## src/shared/qpwm_pkg.sv

```systemverilog
package qpwm_pkg;
   // counter control word layout
   localparam int CTL_UPDN_LO   = 16;
   localparam int CTL_QUAD_LO   = 20;
   localparam int CTL_FUNC_LO   = 24;
   localparam int CTL_CCSWAP    = 0;
   localparam int CTL_PERSWAP   = 1;
   localparam int CTL_STOPKILL  = 2;
   localparam int CTL_SYNCKILL  = 3;
   localparam int CTL_ENABLE    = 31;
   // register byte offsets
   localparam logic [11:0] ADDR_CTRL    = 12'h000;
   localparam logic [11:0] ADDR_STATUS  = 12'h004;
   localparam logic [11:0] ADDR_COUNT   = 12'h008;
   localparam logic [11:0] ADDR_CMP     = 12'h00c;
   localparam logic [11:0] ADDR_CMPBUF  = 12'h010;
   localparam logic [11:0] ADDR_PER     = 12'h014;
   localparam logic [11:0] ADDR_PERBUF  = 12'h018;
   localparam logic [11:0] ADDR_ACTION  = 12'h01c;
   localparam logic [11:0] ADDR_CMD     = 12'h020;
   localparam logic [15:0] CNT_ZERO     = 16'h0000;
   localparam logic [15:0] CNT_MAX      = 16'hffff;
   localparam logic [15:0] CNT_ONE      = 16'h0001;
   localparam logic [31:0] CTRL_RESET   = 32'h0000_0000;
   localparam logic [15:0] PER_RESET    = 16'h8000;

   typedef enum logic [2:0] {
      FUNC_TIMER  = 3'b000,
      FUNC_QUAD   = 3'b011,
      FUNC_PWM    = 3'b100
   } func_t;

   typedef enum logic [1:0] {
      DIR_UP      = 2'b00,
      DIR_DOWN    = 2'b01,
      DIR_UPDN0   = 2'b10,
      DIR_UPDN1   = 2'b11
   } dir_mode_t;

   typedef enum logic [1:0] {
      QUAD_X1     = 2'b00,
      QUAD_X2     = 2'b01,
      QUAD_X4     = 2'b10
   } quad_t;

   // output action codes: set, clear, toggle, none
   typedef enum logic [1:0] {
      ACT_SET     = 2'b00,
      ACT_CLEAR   = 2'b01,
      ACT_TOGGLE  = 2'b10,
      ACT_NONE    = 2'b11
   } act_t;

   typedef struct packed {
      act_t       on_cc;
      act_t       on_ov;
      act_t       on_un;
   } action_t;

   typedef struct packed {
      logic       cc;
      logic       ov;
      logic       un;
      logic       tc;
   } events_t;
endpackage

```

## src/rtl/qpwm_counter.sv

```systemverilog
`timescale 1ns/1ns
// Summary of operation
// - quadrature on counter clock, x1/x2/x4 at 21:20
// - phase a count, b start, index reload
// - index gives tc: load zero or period
// - count at 0 or ffff pulses cc, reload
// - tc/cc capture count, shift old capture
// - capture value shows event cause
// - direction bit: 0 up, 1 down
// - x1: a rising counts by phase b
// - x2, x4 count two, four times faster
// - function 011 at 26:24 selects quadrature
// - cc/ov/un act on line: toggle/clear/set
// - alignment follows direction field 17:16
// - tc with pending switch swaps buffers
// - switch pends to tc; level never switches
// - center mode: tc clears, cc toggles
// - reload initialises count; cc on equality
// - kill blocks both lines; optional stop
// - sync kill until tc; async while present
module qpwm_counter
   import qpwm_pkg::*;
(
   // clock and reset
   input  wire logic        clock,
   input  wire logic        sys_rst,
   // apb slave
   input  wire logic        psel,
   input  wire logic        penable,
   input  wire logic        pwrite,
   input  wire logic [11:0] paddr,
   input  wire logic [31:0] pwdata,
   output logic      [31:0] prdata,
   output logic             pready,
   output logic             pslverr,
   // triggers from pins
   input  wire logic        count_trigger,
   input  wire logic        start_trigger,
   input  wire logic        reload_trigger,
   input  wire logic        kill_trigger,
   // outputs
   output logic             line_out,
   output logic             line_out_compl,
   output logic             compare_match,
   output logic             terminal_count
);

   ////////////////////////////////////////////////////////////////////
   // pin synchronisers and edge detection
   logic [3:0] sync1_reg;
   logic [3:0] sync2_reg;
   logic [3:0] prev_reg;
   always_ff @(posedge clock or posedge sys_rst) begin
      if (sys_rst) begin
         sync1_reg <= 4'h0;
         sync2_reg <= 4'h0;
         prev_reg  <= 4'h0;
      end else begin
         sync1_reg <= {kill_trigger, reload_trigger, start_trigger,
                       count_trigger};
         sync2_reg <= sync1_reg;
         prev_reg  <= sync2_reg;
      end
   end
   // phase a on count, phase b on start, index on reload
   wire encoder_phase_a = sync2_reg[0];
   wire encoder_phase_b = sync2_reg[1];
   wire a_rise  = sync2_reg[0] & ~prev_reg[0];
   wire a_fall  = ~sync2_reg[0] & prev_reg[0];
   wire b_edge  = sync2_reg[1] ^ prev_reg[1];
   wire a_edge  = a_rise | a_fall;
   wire index_rise = sync2_reg[2] & ~prev_reg[2];
   wire kill_lvl   = sync2_reg[3];
   wire kill_rise  = sync2_reg[3] & ~prev_reg[3];

   ////////////////////////////////////////////////////////////////////
   // registers
   logic [31:0] ctrl_reg;
   logic [15:0] count_reg, count_next;
   logic [15:0] cmp_reg, cmpbuf_reg, per_reg, perbuf_reg;
   logic [15:0] cap_reg, capbuf_reg;
   action_t     action_reg;
   logic        down_reg, down_next;
   logic        running_reg;
   logic        switch_reg;
   logic        sync_killed_reg;
   logic        q_moved_reg;

   wire func_t     func_sel = func_t'(ctrl_reg[CTL_FUNC_LO +: 3]);
   wire dir_mode_t dir_sel  = dir_mode_t'(ctrl_reg[CTL_UPDN_LO +: 2]);
   wire quad_t     quad_sel = quad_t'(ctrl_reg[CTL_QUAD_LO +: 2]);
   wire enabled   = ctrl_reg[CTL_ENABLE];
   wire is_quad   = enabled & (func_sel == FUNC_QUAD);
   wire is_pwm    = enabled & (func_sel == FUNC_PWM);
   wire stop_kill = ctrl_reg[CTL_STOPKILL];
   wire sync_kill = ctrl_reg[CTL_SYNCKILL];

   ////////////////////////////////////////////////////////////////////
   // apb decode, zero wait states
   wire apb_setup = psel & ~penable;
   wire apb_wr    = psel & penable & pwrite;
   wire wr_ctrl   = apb_wr & (paddr == ADDR_CTRL);
   wire wr_count  = apb_wr & (paddr == ADDR_COUNT);
   wire wr_cmp    = apb_wr & (paddr == ADDR_CMP);
   wire wr_cmpbuf = apb_wr & (paddr == ADDR_CMPBUF);
   wire wr_per    = apb_wr & (paddr == ADDR_PER);
   wire wr_perbuf = apb_wr & (paddr == ADDR_PERBUF);
   wire wr_action = apb_wr & (paddr == ADDR_ACTION);
   // cmd bit0 reload, bit1 switch (software triggers)
   wire wr_cmd    = apb_wr & (paddr == ADDR_CMD);
   wire sw_reload = wr_cmd & pwdata[0];
   wire sw_switch = wr_cmd & pwdata[1];
   wire addr_ok   = (paddr <= ADDR_CMD) & (paddr[1:0] == 2'b00);
   wire [31:0] rd_mux =
      (paddr == ADDR_CTRL)   ? ctrl_reg :
      (paddr == ADDR_STATUS) ? {30'h0, running_reg, down_reg} :
      (paddr == ADDR_COUNT)  ? {16'h0, count_reg} :
      (paddr == ADDR_CMP)    ? {16'h0, cmp_reg} :
      (paddr == ADDR_CMPBUF) ? {16'h0, cmpbuf_reg} :
      (paddr == ADDR_PER)    ? {16'h0, per_reg} :
      (paddr == ADDR_PERBUF) ? {16'h0, perbuf_reg} :
      (paddr == ADDR_ACTION) ? {26'h0, action_reg} :
      32'h0000_0000;

   always_ff @(posedge clock or posedge sys_rst) begin
      if (sys_rst) begin
         prdata  <= 32'h0000_0000;
         pready  <= 1'b0;
         pslverr <= 1'b0;
      end else begin
         pready  <= apb_setup;
         pslverr <= apb_setup & ~addr_ok;
         if (apb_setup) begin
            prdata <= rd_mux;
         end
      end
   end

   ////////////////////////////////////////////////////////////////////
   // quadrature step decode
   wire q_step_x1 = a_rise;
   wire q_step_x2 = a_edge;
   wire q_step_x4 = a_edge | b_edge;
   wire q_step = (quad_sel == QUAD_X1) ? q_step_x1 :
                 (quad_sel == QUAD_X2) ? q_step_x2 :
                 q_step_x4;
   // direction: a leads b gives increment
   wire q_dn_x1 = encoder_phase_b;
   wire q_dn_x4 = a_edge ? (encoder_phase_a == encoder_phase_b)
                         : (encoder_phase_a != encoder_phase_b);
   wire q_down  = (quad_sel == QUAD_X1) ? q_dn_x1 : q_dn_x4;
   wire q_ext   = (count_reg == CNT_ZERO) | (count_reg == CNT_MAX);
   wire q_tc    = is_quad & index_rise;
   // only a step onto an extreme counts: an index load to zero in up
   // mode, or entering the mode at zero, must not reload at once
   wire q_cc    = is_quad & q_ext & q_moved_reg & ~q_tc;

   ////////////////////////////////////////////////////////////////////
   // pwm counter events
   wire counting_up = (dir_sel == DIR_UP) |
                      (((dir_sel == DIR_UPDN0) | (dir_sel == DIR_UPDN1))
                       & ~down_reg);
   // sync kill needs an edge; async kill is the plain level
   wire kill_active = sync_kill ? (sync_killed_reg | kill_rise)
                                : kill_lvl;
   wire at_top  = (count_reg == per_reg);
   wire at_zero = (count_reg == CNT_ZERO);
   wire p_run   = is_pwm & running_reg & ~(stop_kill & kill_active);
   wire p_ov    = p_run & counting_up & at_top;
   wire p_un    = p_run & ~counting_up & at_zero;
   wire p_tc    = (dir_sel == DIR_UPDN0) ? p_un : (p_ov | p_un);
   wire p_cc    = p_run & (count_reg == cmp_reg);
   wire p_reload = is_pwm & (sw_reload | index_rise);
   wire center  = (dir_sel == DIR_UPDN0) | (dir_sel == DIR_UPDN1);

   ////////////////////////////////////////////////////////////////////
   // next count and direction
   always_comb begin
      count_next = count_reg;
      down_next  = down_reg;
      if (wr_count) begin
         count_next = pwdata[15:0];
      end else if (q_tc) begin
         count_next = (dir_sel == DIR_DOWN) ? per_reg : CNT_ZERO;
      end else if (q_cc) begin
         count_next = per_reg;
      end else if (is_quad & q_step) begin
         down_next  = q_down;
         count_next = q_down ? count_reg - CNT_ONE : count_reg + CNT_ONE;
      end else if (p_reload) begin
         count_next = (dir_sel == DIR_DOWN) ? per_reg : CNT_ZERO;
         down_next  = (dir_sel == DIR_DOWN);
      end else if (p_run) begin
         case (dir_sel)
            DIR_UP: begin
               count_next = at_top ? CNT_ZERO : count_reg + CNT_ONE;
            end
            DIR_DOWN: begin
               count_next = at_zero ? per_reg : count_reg - CNT_ONE;
            end
            default: begin
               if (~down_reg & at_top) begin
                  down_next  = 1'b1;
                  count_next = count_reg - CNT_ONE;
               end else if (down_reg & at_zero) begin
                  down_next  = 1'b0;
                  count_next = count_reg + CNT_ONE;
               end else begin
                  count_next = down_reg ? count_reg - CNT_ONE
                                        : count_reg + CNT_ONE;
               end
            end
         endcase
      end
   end

   ////////////////////////////////////////////////////////////////////
   // pwm line logic
   function automatic logic apply_act(input act_t a, input logic v);
      case (a)
         ACT_SET:    apply_act = 1'b1;
         ACT_CLEAR:  apply_act = 1'b0;
         ACT_TOGGLE: apply_act = ~v;
         default:    apply_act = v;
      endcase
   endfunction

   logic line_reg, line_next;
   always_comb begin
      line_next = line_reg;
      if (p_run) begin
         if (center) begin
            if (p_tc) begin
               line_next = 1'b0;
            end else if (p_cc) begin
               line_next = ~line_reg;
            end
         end else begin
            if (p_ov) line_next = apply_act(action_reg.on_ov, line_next);
            if (p_un) line_next = apply_act(action_reg.on_un, line_next);
            if (p_cc) line_next = apply_act(action_reg.on_cc, line_next);
         end
      end
   end

   wire do_swap = p_tc & (switch_reg | sw_switch);

   ////////////////////////////////////////////////////////////////////
   // state registers
   always_ff @(posedge clock or posedge sys_rst) begin
      if (sys_rst) begin
         ctrl_reg        <= CTRL_RESET;
         count_reg       <= CNT_ZERO;
         cmp_reg         <= CNT_ZERO;
         cmpbuf_reg      <= CNT_ZERO;
         per_reg         <= PER_RESET;
         perbuf_reg      <= PER_RESET;
         cap_reg         <= CNT_ZERO;
         capbuf_reg      <= CNT_ZERO;
         action_reg      <= '{ACT_NONE, ACT_NONE, ACT_NONE};
         down_reg        <= 1'b0;
         running_reg     <= 1'b0;
         switch_reg      <= 1'b0;
         sync_killed_reg <= 1'b0;
         q_moved_reg     <= 1'b0;
         line_reg        <= 1'b0;
      end else begin
         count_reg <= count_next;
         down_reg  <= down_next;
         line_reg  <= line_next;
         q_moved_reg <= is_quad & q_step & ~q_tc & ~q_cc & ~wr_count;
         if (wr_ctrl) ctrl_reg <= pwdata;
         if (wr_action) action_reg <= action_t'(pwdata[5:0]);
         if (wr_cmpbuf) cmpbuf_reg <= pwdata[15:0];
         if (wr_perbuf) perbuf_reg <= pwdata[15:0];
         if (do_swap & ctrl_reg[CTL_CCSWAP]) begin
            cmp_reg    <= cmpbuf_reg;
            cmpbuf_reg <= cmp_reg;
         end else if (wr_cmp) begin
            cmp_reg <= pwdata[15:0];
         end
         if (do_swap & ctrl_reg[CTL_PERSWAP]) begin
            per_reg    <= perbuf_reg;
            perbuf_reg <= per_reg;
         end else if (wr_per) begin
            per_reg <= pwdata[15:0];
         end
         // capture: count to capture, old capture to buffer
         if (q_tc | q_cc) begin
            cap_reg    <= count_reg;
            capbuf_reg <= cap_reg;
         end
         // a switch landing on tc is used by that tc, so it clears
         if (sw_switch & ~p_tc) begin
            switch_reg <= 1'b1;
         end else if (p_tc) begin
            switch_reg <= 1'b0;
         end
         if (p_reload) begin
            running_reg <= 1'b1;
         end else if (~enabled) begin
            running_reg <= 1'b0;
         end
         if (sync_kill & kill_rise & is_pwm) begin
            sync_killed_reg <= 1'b1;
         end else if (p_tc | ~sync_kill) begin
            sync_killed_reg <= 1'b0;
         end
      end
   end

   ////////////////////////////////////////////////////////////////////
   // registered outputs
   always_ff @(posedge clock or posedge sys_rst) begin
      if (sys_rst) begin
         line_out       <= 1'b0;
         line_out_compl <= 1'b0;
         compare_match  <= 1'b0;
         terminal_count <= 1'b0;
      end else begin
         line_out       <= is_pwm & ~kill_active & line_next;
         line_out_compl <= is_pwm & ~kill_active & ~line_next;
         compare_match  <= q_cc | p_cc;
         terminal_count <= q_tc | p_tc;
      end
   end

   ////////////////////////////////////////////////////////////////////
   // assertions
   a_quad_reload_cc: assert property (
      @(posedge clock) disable iff (sys_rst)
      q_cc & ~wr_count |=> count_reg == $past(per_reg))
      else $error("count not reloaded after extreme");
   a_index_load: assert property (
      @(posedge clock) disable iff (sys_rst)
      q_tc & ~wr_count & dir_sel == DIR_UP |=> count_reg == CNT_ZERO)
      else $error("index did not clear count");
   a_capture_shift: assert property (
      @(posedge clock) disable iff (sys_rst)
      (q_tc | q_cc) |=> cap_reg == $past(count_reg)
                        && capbuf_reg == $past(cap_reg))
      else $error("capture shift wrong");
   a_capture_cause: assert property (
      @(posedge clock) disable iff (sys_rst)
      q_cc |=> cap_reg == CNT_ZERO || cap_reg == CNT_MAX)
      else $error("capture does not mark the extreme");
   a_dir_status: assert property (
      @(posedge clock) disable iff (sys_rst)
      is_quad & q_step & ~q_tc & ~q_cc & ~wr_count
      |=> down_reg == $past(q_down))
      else $error("direction bit wrong");
   a_x1_step: assert property (
      @(posedge clock) disable iff (sys_rst)
      is_quad & quad_sel == QUAD_X1 & a_rise & ~encoder_phase_b & ~q_tc
      & ~q_cc & ~wr_count |=> count_reg == $past(count_reg) + CNT_ONE)
      else $error("x1 increment missing");
   a_pwm_reload: assert property (
      @(posedge clock) disable iff (sys_rst)
      p_reload & ~wr_count & dir_sel == DIR_UP |=> count_reg == CNT_ZERO)
      else $error("reload did not start count at zero");
   a_kill_lines: assert property (
      @(posedge clock) disable iff (sys_rst)
      kill_active |=> ~line_out & ~line_out_compl)
      else $error("lines live during kill");
   a_kill_stop: assert property (
      @(posedge clock) disable iff (sys_rst)
      is_pwm & stop_kill & kill_active & ~wr_count & ~p_reload
      |=> count_reg == $past(count_reg))
      else $error("counter ran during stop kill");
   a_center_tc: assert property (
      @(posedge clock) disable iff (sys_rst)
      p_tc & center & ~kill_active |=> ~line_out)
      else $error("center line not cleared at tc");
   a_switch_clear: assert property (
      @(posedge clock) disable iff (sys_rst)
      p_tc & ~sw_switch |=> ~switch_reg)
      else $error("switch not cleared at tc");
   a_sync_kill: assert property (
      @(posedge clock) disable iff (sys_rst)
      sync_killed_reg & ~p_tc & sync_kill |=> sync_killed_reg)
      else $error("sync kill ended early");

endmodule

```

## config.mk

```make
export PLATFORM = sky130hd
export DESIGN_NAME = qpwm_counter
export DESIGN_NICKNAME = d
export VERILOG_FILES = /design/src/shared/qpwm_pkg.sv /design/src/rtl/qpwm_counter.sv
export SDC_FILE = /design/constraint.sdc
export NUM_CORES = 1
export LEC_CHECK = 0
export ABC_AREA = 1
export BUFFER_PORTS_ARGS = -buffer_cell sky130_fd_sc_hd__buf_2
export CAP_MARGIN = 30
export CORE_ASPECT_RATIO = 1.2
export CORE_UTILIZATION = 55
export DETAILED_ROUTE_END_ITERATION = 12
export PLACE_DENSITY = 0.77
export SLEW_MARGIN = 20
export SYNTH_ARGS = -nofsm -noshare
export SYNTH_HDL_FRONTEND = slang
export SYNTH_SLANG_ARGS = --single-unit
```

## constraint.sdc

```tcl
create_clock -name clock -period 14.04 [get_ports clock]
set_clock_uncertainty 0.05 [all_clocks]
set_input_delay 1.404 -clock clock [delete_from_list [all_inputs] [get_ports clock]]
set_output_delay 1.404 -clock clock [all_outputs]
set_load 0.01 [all_outputs]
```

### Word-level counts from Yosys, hierarchy flattened

Index checks and enable logic that the tools add are counted.

* add/sub/neg operators: 2
* multiply operators: 0
* divide/modulo/power cells: 0
* magnitude comparators: 1
* equality and inequality tests: 27
* shift operators: 0
* mux-type cells: 62
* bitwise logic cells: 82
* reduce and logical (&&, ||, !) cells: 19

Operators by type and width (number)
* 2-to-1 mux 16 bit: 27
* AND 1 bit: 50
* == test 12 x 5 -> 1 bit, second input constant: 4
* == test 16 bit: 2
* 2-to-1 mux 32 bit: 1
* case mux 16 bit (2 select lines): 1
* 2-to-1 mux 1 bit: 29
* == test 12 x 4 -> 1 bit, second input constant: 2
* inverter 1 bit: 19
* adder 16 x 1 -> 16 bit, second input constant: 1
* == test 16 bit, second input constant: 1
* logical NOT 16 bit: 1
* subtractor 16 x 1 -> 16 bit, second input constant: 1
* == test 12 x 3 -> 1 bit, second input constant: 1
* == test 12 x 6 -> 1 bit, second input constant: 1
* less-or-equal comparator 12 x 6 -> 1 bit, second input constant: 1
* logical NOT 12 bit: 1
* logical NOT 2 bit: 6
* OR 1 bit: 12
* nonzero test 2 bit: 6
* == test 2 x 1 -> 1 bit, second input constant: 5
* == test 2 bit, second input constant: 5
* case mux 1 bit (3 select lines): 3
* 2-to-1 mux 6 bit: 1
* 12 further kinds: 12

* bits in registers: 174
* latch bits: 0
* RAM bits: 0
* ROM bits: 0
* bits of input ports: 53
* output and inout port bits: 38
* memories kept: 0

### Depth between registers and ports, before layout

Gate-level depths: netlist of run 1.

* word-level depth: 24
* mapped depth: 19

### Worst setup path before layout of run 1

Ideal clock, no wire load.

* path type: in2reg
* start: input paddr[7]
* end: register ctrl_reg[12]
* arrival: 2.865 ns
* data required time: 13.862 ns
* path slack: 10.998 ns
* stages: 8
* path through: nor2_1 > nand2_1 > nor2_1 > inv_1 > nor2_2 > nand2_2 > buf_2 > mux2_1

* cells in the longest elaborated chain, start to end: 2

RTL lines
* from (decl): line qpwm_counter.sv:31 `input wire logic [11:0] paddr,`
* logical NOT 12 bit: line qpwm_counter.sv:102 `wire wr_ctrl = apb_wr & (paddr == ADDR_CTRL);`
* AND 1 bit: line qpwm_counter.sv:102
* to (signal assigned): line qpwm_counter.sv:272 `if (wr_ctrl) ctrl_reg <= pwdata;`
* to (decl): line qpwm_counter.sv:78 `logic [31:0] ctrl_reg;`

Every way passes these cells.
A chain may end at the register's enable or synchronous reset.

### Worst setup path after layout of run 1

* start: input paddr[1]
* end: register per_reg[2]

* cells in the longest elaborated chain, start to end: 7
* elaborated cells on any way between the ends: 10

RTL lines
* == test 12 x 6 -> 1 bit: line qpwm_counter.sv:110 `wire wr_cmd = apb_wr & (paddr == ADDR_CMD);`
* AND 1 bit: line qpwm_counter.sv:110
* AND 1 bit: line qpwm_counter.sv:112 `wire sw_switch = wr_cmd & pwdata[1];`
* OR 1 bit: line qpwm_counter.sv:246 `wire do_swap = p_tc & (switch_reg | sw_switch);`
* AND 1 bit: line qpwm_counter.sv:246
* AND 1 bit: line qpwm_counter.sv:282 `if (do_swap & ctrl_reg[CTL_PERSWAP]) begin`
* 2-to-1 mux 16 bit or nonzero test 2 bit (tied branches)
* to (signal assigned): line qpwm_counter.sv:283 `per_reg <= perbuf_reg;`
* to (signal assigned): line qpwm_counter.sv:286 `per_reg <= pwdata[15:0];`
* to (decl): line qpwm_counter.sv:80 `logic [15:0] cmp_reg, cmpbuf_reg, per_reg, perbuf_reg;`

Parallel ways exist; a longest one is shown, timed or not.

==> flow_summary_export.csv, run 1 <==
group,metric,value,unit
cells_and_area,fillers,1790,
clock_network,clkTransAtPathRegs,0.08,ns
global_routing,grt_pass1_wl,57800,µm
synthesis,syn-instance-count,1468,
synthesis,synth_top_family_by_area,"simple AND/OR/NAND/NOR gates",
place,placed_area,0.0116,mm²
clock_network,clockBufferDepth,2,
setup_path,path_cells,"buf_2 > nor2_2 > nand3_1 > nor2_1 > nand4_1 > nand2_1 > nand3_2 > nand2_1 > o221ai_1",
sta,rsz0062_at_grt,"no",
setup_path,cp_data_arrival_time,4.32,ns
hold_path,holdCritPathClass,"flop to flop",
setup_path,crit_required,14.27,ns
die,start_util,56.4,%
synthesis,synth_xor_area_share,2.37,%
cells_and_area,final_nets,1580,
route,ant_nets,0,
sta,tightest_slew,0.907,ns
sta,period_needed,4.08,ns
setup_path,critPathMaxFanout,41,
run_status,status,"complete, no violations",
cells_and_area,register_area,0.00436,mm²
global_routing,grt-ovfl-total,0,
synthesis,synth.avg_cell_area,7.54,µm²
cells_and_area,drive_gt1_share,16.2,%
synthesis,synth_compound_area_share,19.4,%
synthesis,ys_warn_count,0,
power,leakage,5.97,nW
clock_network,holdBufCountCts,0,
synthesis,syn_nets,1524,
setup_path,cpMostUsedCell,"nand2_1",
setup_path,cp_num_buf_inv,1,
global_routing,grt_pass1_vias,10700,
die,die_x,132,µm
route,routed-via-count,11100,
sta,drv_slew,0,
setup_path,start_kind,"primary input",
clock_network,tritoncts,"done",
clock_network,cts_buffers,17,
die,die_h,157,µm
die,fp.dieArea,0.0207,mm²
flow_run,max_cap_viol_count,0,
global_routing,grt_antenna_before_repair,0,
synthesis,synthMuxAreaShare,1.92,%
synthesis,synth-seq-cells,174,
clock_network,htreeDepth,4,
global_routing,grt_usage,36.0,%
cells_and_area,multiInputGateArea,0.00571,mm²
sta,finalHoldViolCount,0,
sta,timing.hold.ws,0.300,ns
route,first_iter_violations,1226,
synthesis,yosysSeqAreaShare,39.4,%
route,wl_per_cell,20.0,µm
place,gp_congestion,1.02,
setup_path,slowest_delay,0.85,ns
clock_network,clock-root-buffer,"clkbuf_16",
sta,clock.fmax,0.245,GHz
die,core.rowCount,56,
place,portBuffers,90,
setup_path,path_delay_family,"simple AND/OR/NAND/NOR gates",
route,drc,0,
synthesis,synth_area,0.0111,mm²
synthesis,synth_edf_count,0,
route,drt-pass1-iter-count,6,
route,finalWirelength,36000,µm
cells_and_area,antenna_cells,0,
power,ir_worst_vdd,0.0000869,V
clock_network,cts-resized-gates,0,
setup_path,endpoint_kind,"flop",
synthesis,synthSimpleGateAreaFrac,27.5,%
cells_and_area,fin_area,0.0123,mm²
synthesis,ys.flop_type,"dfrtp_1",
sta,fin_crit_sh,29.1,%
setup_path,critPathKind,"primary input to flop",
die,core_area,0.0196,mm²
cells_and_area,syn_to_final_growth,10.8,%
power,power.total,1.09,mW
synthesis,async_reset_ff_share,100,%
clock_network,numClockSinks,174,
route,viasPerCell,6.16,
place,dp_hpwl,26700,µm
setup_path,cp_slowest_cell,"nand3_2",
power,power.density,89.2,mW/mm²
sta,fin_setup_tns,0,ns
synthesis,synth_adder_area_share,0.339,%
sta,max_slew_margin,39.5,%
global_routing,grt_max_degree,106,
clock_network,insertion_delay,0.44,ns
sta,setup_viol,0,
synthesis,ys_types,53,
die,io_pins,91,
clock_network,postCtsSetupBuffers,0,
metrics by stage:
step                      util [%]  setup WS (ns)  instances
after global routing          62.5           9.64       1798
after detailed placement      59.1           9.55       1763
after global placement        59.0           9.72       1762
final                         62.5           9.96       1798
after CTS                     62.1           9.97       1795
after floorplan                  -           7.88       1468
cell families after synthesis:
family          Yosys count
simple gates            704
mux                      19
buf+inv                 240
fa+ha+maj                 3
xor+xnor                 30
compound gates          298
flops                   174
where the power goes:
| part | total (mW) | switching, mW | internal [mW] |
|---|---|---|---|
| sequential | 0.518 | 0.00885 | 0.509 |
| combinational | 0.0948 | 0.0641 | 0.0307 |
| clock | 0.481 | 0.224 | 0.257 |
cell usage after synthesis, drive strengths merged (15+ instances only):
library cell	count	area, µm²
nand3	90	470
a31oi	17	106
o31ai	15	113
nand2	409	1590
a21oi	74	385
o221ai	68	764
buf	29	211
o21ai	75	402
nor2	143	593
nand4	34	213
clkbuf	34	128
xor2	22	193
dfrtp	166	4150
mux2	18	203
inv	172	651
worst reg2reg max path: stages (launching register included):
cell      delay, ns
dfrtp_1        0.66
clkinv_1       0.54
o21ai_1        0.33
inv_1          0.07
nor2_1         0.16
nand2_2        0.12
o21ai_4        0.58
nand3_2        0.90
nand2_1        0.38
o221ai_1       0.14
placed cells by master (no fill, tap or decap), types with 5 or more instances in the layout:
master	count
nand2_1	396
dfrtp_1	166
inv_1	144
nor2_1	129
buf_2	90
nand3_1	86
a21oi_1	72
o21ai_0	63
o221ai_1	41
nand4_1	34
o221ai_2	27
inv_2	25
xor2_1	22
a31oi_1	17
clkbuf_16	17
mux2_2	16
o31ai_1	15
o211ai_1	14
nor2_2	10
o22ai_1	10
o2111ai_1	10
nand2_2	9
xnor2_1	8
dfstp_2	8
o21ai_1	7
nor3_1	7
o21bai_1	6
buf_4	6
clkinv_1	5
nor4_1	5
nand3b_1	5
o41ai_1	5
path summary, 6_finish.rpt:
kind                                          startpoint                   endpoint  cells after the start  slack (ns)
worst max-delay path                            paddr[1]     per_reg[2]$_DFFE_PP0P_                      9        9.96
worst min-delay path              sync1_reg[3]$_DFF_PP0_     sync2_reg[3]$_DFF_PP0_                      0        0.30
worst max register to register  ctrl_reg[17]$_DFFE_PP0P_     per_reg[2]$_DFFE_PP0P_                      9        9.97
worst min register to register    sync1_reg[3]$_DFF_PP0_     sync2_reg[3]$_DFF_PP0_                      0        0.30
max in group asynchronous                        sys_rst  action_reg[0]$_DFFE_PP1P_                      4       12.11
min in group asynchronous                        sys_rst      prdata[9]$_DFFE_PP0P_                      2        0.89
layout make-up:
| type | instances | share of cell area [%] |
|---|---|---|
| clock buffers | 19 | 3.61 |
| clock inverters | 13 | 1.25 |
| multi-input cells | 1054 | 46.5 |
| repair buffers | 100 | 4.88 |
| flip-flops and latches | 174 | 35.6 |
| inverters | 177 | 5.50 |
| well taps | 261 | 2.66 |
layer usage:
layer  global-route usage, %  part of all wire, %  vias up
met3                    6.09                  8.5      165
met4                    23.1                  6.2        0
met5                       0                    0        -
met1                    46.1                   40     5204
li1                        -                    -     5076
met2                    56.7                   45      625
No activity file was read; power rests on OpenSTA's default activity.
==> inputs of run 2 (changes only) <==
--- a/config.mk
+++ b/config.mk
@@ -11,7 +11,7 @@
 export CORE_ASPECT_RATIO = 1.2
 export CORE_UTILIZATION = 55
 export DETAILED_ROUTE_END_ITERATION = 12
-export PLACE_DENSITY = 0.77
+export PLACE_DENSITY = 0.8
 export SLEW_MARGIN = 20
 export SYNTH_ARGS = -nofsm -noshare
 export SYNTH_HDL_FRONTEND = slang
==> constraint.sdc (replaced) <==
create_clock -name clock -period 3.7 [get_ports clock]
set_clock_uncertainty 0.05 [all_clocks]
set_input_delay 0.37 -clock clock [delete_from_list [all_inputs] [get_ports clock]]
set_output_delay 0.37 -clock clock [all_outputs]
set_load 0.01 [all_outputs]
==> run 2 against run 1 <==
  * Wire length grew 0.63%
  * Core utilization grew 0.54 points
  * Cell count grew 1.1%
  * Register-to-register slack lost 9.3 ns
  * Final area grew 0.86%
  * Sequential cell count is the same
  * Critical path depth grew 5
  * Global-route usage shrank 0.30 points
  * Count of clock-buffer cells in the layout is the same
  * Die area is the same
  * Clock power grew to 3.8 times the previous value
  * Critical endpoint is now cmpbuf_reg[6]$_DFFE_PP0P_
==> flow_summary_export.csv, run 2 (synthesis results as in run 1) <==
group,metric,value,unit
setup_path,critPathKind,"flop to flop",
clock_network,numClockSinks,174,
sta,rsz0062_at_grt,"no",
setup_path,endpoint_kind,"flop",
flow_run,max_cap_viol_count,0,
place,portBuffers,90,
sta,finalHoldViolCount,0,
die,io_pins,91,
global_routing,grt_max_degree,157,
sta,fin_crit_sh,81.1,%
cells_and_area,antenna_cells,0,
cells_and_area,final_common_cell,"nand2_1",
place,placed_area,0.0117,mm²
route,wl_per_cell,19.9,µm
hold_path,holdCritPathClass,"primary input to flop",
global_routing,grt_pass1_wl,57200,µm
die,core.rowCount,56,
setup_path,start_kind,"flop",
setup_path,critPathMaxFanout,23,
run_status,status,"complete, no violations",
clock_network,holdBufCountCts,5,
die,die_x,132,µm
setup_path,cpMostUsedCell,"nand2_1",
clock_network,postCtsSetupBuffers,0,
setup_path,cp_slowest_cell,"dfrtp_1",
route,first_iter_violations,1464,
route,drt-pass1-iter-count,7,
clock_network,clkTransAtPathRegs,0.07,ns
power,power.density,335,mW/mm²
power,leakage,6.04,nW
power,power.total,4.14,mW
clock_network,clock-root-buffer,"clkbuf_16",
clock_network,tritoncts,"done",
route,ant_nets,0,
sta,drv_slew,0,
cells_and_area,layout_common_cells,"396 x nand2_1, 166 x dfrtp_1, 144 x inv_1",
die,start_util,56.4,%
global_routing,grt-ovfl-total,0,
setup_path,crit_required,3.93,ns
die,die_h,157,µm
place,gp_congestion,1.00,
clock_network,insertion_delay,0.44,ns
route,routed-via-count,11200,
route,finalWirelength,36200,µm
global_routing,grt_usage,35.7,%
cells_and_area,fin_util,63.1,%
sta,fin_setup_tns,0,ns
clock_network,cts_buffers,17,
setup_path,path_cells,"inv_2 > nand2_1 > nand2_1 > nor2_1 > nand2_1 > nor2_4 > nand2_4 > inv_2 > nand2_2 > o21ai_4 > nand3_2 > buf_4 > nand2_1 > o221ai_1",
cells_and_area,final_nets,1600,
setup_path,cp_data_arrival_time,3.23,ns
power,ir_worst_vdd,0.000296,V
clock_network,cts-resized-gates,0,
die,core_area,0.0196,mm²
sta,tightest_slew,0.912,ns
die,fp.dieArea,0.0207,mm²
clock_network,clockBufferDepth,2,
sta,timing.hold.ws,0.0918,ns
global_routing,grt_antenna_before_repair,0,
sta,max_slew_margin,39.2,%
cells_and_area,fin_area,0.0124,mm²
route,viasPerCell,6.14,
cells_and_area,syn_to_final_growth,11.7,%
cells_and_area,drive_gt1_share,16.9,%
global_routing,grt_pass1_vias,10500,
sta,clock.fmax,0.333,GHz
clock_network,htreeDepth,4,
sta,setup_viol,0,
place,dp_hpwl,27200,µm
setup_path,slowest_delay,0.58,ns
route,drc,0,
sta,period_needed,3.00,ns
-- run 2: final timing paths --
| path | start | slack, ns | end | depth (start not counted) |
|---|---|---|---|---|
| max | count_reg[3]$_DFFE_PP0P_ | 0.70 | cmpbuf_reg[6]$_DFFE_PP0P_ | 14 |
| min | pwdata[18] | 0.09 | ctrl_reg[18]$_DFFE_PP0P_ | 2 |
| max reg2reg | count_reg[3]$_DFFE_PP0P_ | 0.70 | cmpbuf_reg[6]$_DFFE_PP0P_ | 14 |
| min reg2reg | sync1_reg[1]$_DFF_PP0_ | 0.30 | sync2_reg[1]$_DFF_PP0_ | 0 |
| max in group asynchronous | sys_rst | 1.94 | cmp_reg[12]$_DFFE_PP0P_ | 4 |
| min in group asynchronous | sys_rst | 0.44 | prdata[28]$_DFFE_PP0P_ | 3 |
-- run 2: power by group --
| group | switching [mW] | internal, mW | leakage (nW) | total, mW |
|---|---|---|---|---|
| sequential | 0.0303 | 1.93 | 2.17 | 1.96 |
| combinational | 0.251 | 0.118 | 3.58 | 0.369 |
| clock | 0.849 | 0.960 | 0.283 | 1.81 |
-- run 2: layout make-up --
type,count,area [µm²]
Clock buffer,19,433
Clock inverter,13,148
Fill cell,1750,7250
Inverter,177,673
Multi-Input combinational cell,1054,5710
Sequential cell,174,4360
Tap cell,261,327
Timing Repair Buffer,120,721
-- run 2: critical path, delay by kind of cell (launching register included) --
family | cells | cell delay (ns)
DFF | 1 | 0.58
buffers and inverters | 3 | 0.55
AOI/OAI and AO/OA | 2 | 0.51
and+or+nand+nor | 9 | 1.14
-- run 2: layer usage --
| layer | GRT usage, % | wire length, µm | up-vias |
|---|---|---|---|
| met5 | 0 | 0 | - |
| met4 | 18.7 | 1750 | 0 |
| met3 | 5.83 | 3370 | 138 |
| met2 | 58.1 | 16900 | 696 |
| met1 | 46.0 | 14200 | 5217 |
| li1 | - | - | 5108 |
-- run 2: metrics by stage --
| step | setup WS (ns) | std cells |
|---|---|---|
| floorplan | 1.06 | 1468 |
| global placement | 0.882 | 1780 |
| detailed placement | 0.855 | 1780 |
| CTS | 0.834 | 1817 |
| global route | 0.530 | 1818 |
| finish | 0.699 | 1818 |
==> inputs of run 3 (changes only) <==
==> constraint.sdc (replaced) <==
create_clock -name clock -period 2.4 [get_ports clock]
set_clock_uncertainty 0.05 [all_clocks]
set_input_delay 0.24 -clock clock [delete_from_list [all_inputs] [get_ports clock]]
set_output_delay 0.24 -clock clock [all_outputs]
set_load 0.01 [all_outputs]
==> run 3 against run 2 <==
  * The run now ends with setup timing left
  * Worst hold slack worse by 0.090 ns
  * Power rose by 62%
  * Via count increased by 15%
  * Combinational power up 120%
  * Clock power up 60%
  * Final area grew 23%
  * Sequential cell count unchanged
==> flow_summary_export.csv, run 3 (synthesis results as in run 1) <==
group,metric,value,unit
sta,period_needed,2.55,ns
route,first_iter_violations,1704,
place,gp_congestion,1.02,
die,core.rowCount,56,
cells_and_area,fin_area,0.0152,mm²
clock_network,numClockSinks,174,
global_routing,grt_pass1_wl,64600,µm
die,start_util,56.4,%
route,viasPerCell,6.30,
clock_network,clockBufferDepth,2,
die,die_h,157,µm
setup_path,cp_data_arrival_time,2.80,ns
route,drt-pass1-iter-count,8,
die,fp.dieArea,0.0207,mm²
power,power.density,442,mW/mm²
sta,setup_viol,76,
die,core_area,0.0196,mm²
cells_and_area,syn_to_final_growth,37.4,%
clock_network,htreeDepth,4,
cells_and_area,antenna_cells,0,
cells_and_area,final_nets,1826,
setup_path,endpoint_kind,"flop",
global_routing,grt_antenna_before_repair,0,
run_status,violations,"setup timing",
clock_network,clkTransAtPathRegs,0.07,ns
route,drc,0,
setup_path,crit_required,2.65,ns
run_status,status,"finished, violations left",
sta,fin_ws,-0.149,ns
sta,fin_crit_sh,106,%
sta,drv_slew,0,
sta,max_slew_margin,49.3,%
global_routing,grt-ovfl-total,0,
route,finalWirelength,44500,µm
power,leakage,7.38,nW
sta,tightest_slew,0.754,ns
route,ant_nets,0,
global_routing,grt_pass1_vias,11900,
cells_and_area,drive_gt1_share,34.1,%
clock_network,insertion_delay,0.45,ns
route,wl_per_cell,21.8,µm
setup_path,start_kind,"flop",
place,pre_cts_ws,-0.234,ns
power,ir_worst_vdd,0.000530,V
die,die_x,132,µm
clock_network,clock-root-buffer,"clkbuf_16",
place,placed_area,0.0130,mm²
place,portBuffers,90,
power,power.total,6.73,mW
sta,finalHoldViolCount,0,
cells_and_area,layout_common_cells,"359 x nand2_1, 195 x buf_4, 155 x dfrtp_1",
die,io_pins,91,
sta,clock.fmax,0.392,GHz
place,dp_hpwl,30500,µm
flow_run,max_cap_viol_count,0,
global_routing,grt_usage,40.8,%
route,routed-via-count,12900,
clock_network,tritoncts,"done",
clock_network,cts_buffers,17,
cells_and_area,fin_util,77.6,%
setup_path,critPathKind,"flop to flop",
sta,rsz0062_at_grt,"yes",
setup_path,critPathMaxFanout,6,
hold_path,holdCritPathClass,"primary input to flop",
cells_and_area,final_common_cell,"nand2_1",
global_routing,grt_max_degree,101,
==> run 3: worst paths after layout <==
path | slack (ns) | startpoint | endpoint | cells past startpoint
setup / recovery | -0.15 | per_reg[6]$_DFFE_PP0P_ | per_reg[3]$_DFFE_PP0P_ | 15
hold / removal | 0.002 | pwdata[19] | ctrl_reg[19]$_DFFE_PP0P_ | 3
setup reg to reg | -0.15 | per_reg[6]$_DFFE_PP0P_ | per_reg[3]$_DFFE_PP0P_ | 15
hold reg to reg | 0.30 | sync1_reg[0]$_DFF_PP0_ | sync2_reg[0]$_DFF_PP0_ | 0
max in group asynchronous | 1.32 | sys_rst | count_reg[13]$_DFFE_PP0P_ | 4
min in group asynchronous | 0.43 | sys_rst | prdata[25]$_DFFE_PP0P_ | 4
==> run 3: through the flow <==
step | instances | TNS (ns) | hold WS (ns)
after floorplan | 1468 | -17.95 | 0.221
final | 2044 | -4.92 | 0.00200
after global placement | 1943 | -7.76 | 0.286
after global routing | 2044 | -13.93 | 0.0273
after CTS | 2018 | -0.0434 | 0.000567
after detailed placement | 1943 | -9.19 | 0.288
==> run 3: timing repair <==
action | CTS | global route
cloned | 5 | 5
endpoints found under the hold margin | 177 | 0
gates resized for setup | 45 | 172
setup endpoints to repair | 84 | 84
pin swaps | 7 | 44
buffers inserted | 22 | 25
hold buffers | 16 | 0
==> run 3: layer usage <==
layer	vias up	routed length [µm]	track usage [%]
li1	5574	-	-
met2	966	20800	67.4
met5	-	0	0
met3	270	4510	6.18
met4	0	3150	25.2
met1	6076	16100	50.6
==> run 3: power breakdown <==
group / internal, mW / total [mW] / switching (mW) / leakage [nW]
combinational: 0.330 / 0.819 / 0.489 / 4.93
sequential: 2.98 / 3.02 / 0.0390 / 2.16
clock: 1.50 / 2.89 / 1.39 / 0.293
total: 4.81 / 6.73 / 1.92 / 7.38
==> run 3: cell type report <==
type	count	area [µm²]
clock buffers	18	429
clock inverters	14	169
fillers	1347	4400
inverters	177	696
multi-input cells	1054	6370
flip-flops and latches	174	4380
well taps	261	327
repair buffers	346	2840
==> run 3: critical path: stages, from the launching register on <==
cell and delay (ns):
dfrtp_1 0.46, inv_1 0.08, nand2_1 0.06, nand2_1 0.05, nor2_1 0.20, nand2_2 0.10, nor2_4 0.17, nand2_4 0.09
inv_4 0.07, nand2_4 0.07, o21ai_4 0.18, buf_12 0.15, nand3_4 0.18, clkbuf_16 0.26, nand2_1 0.10, o221ai_1 0.13
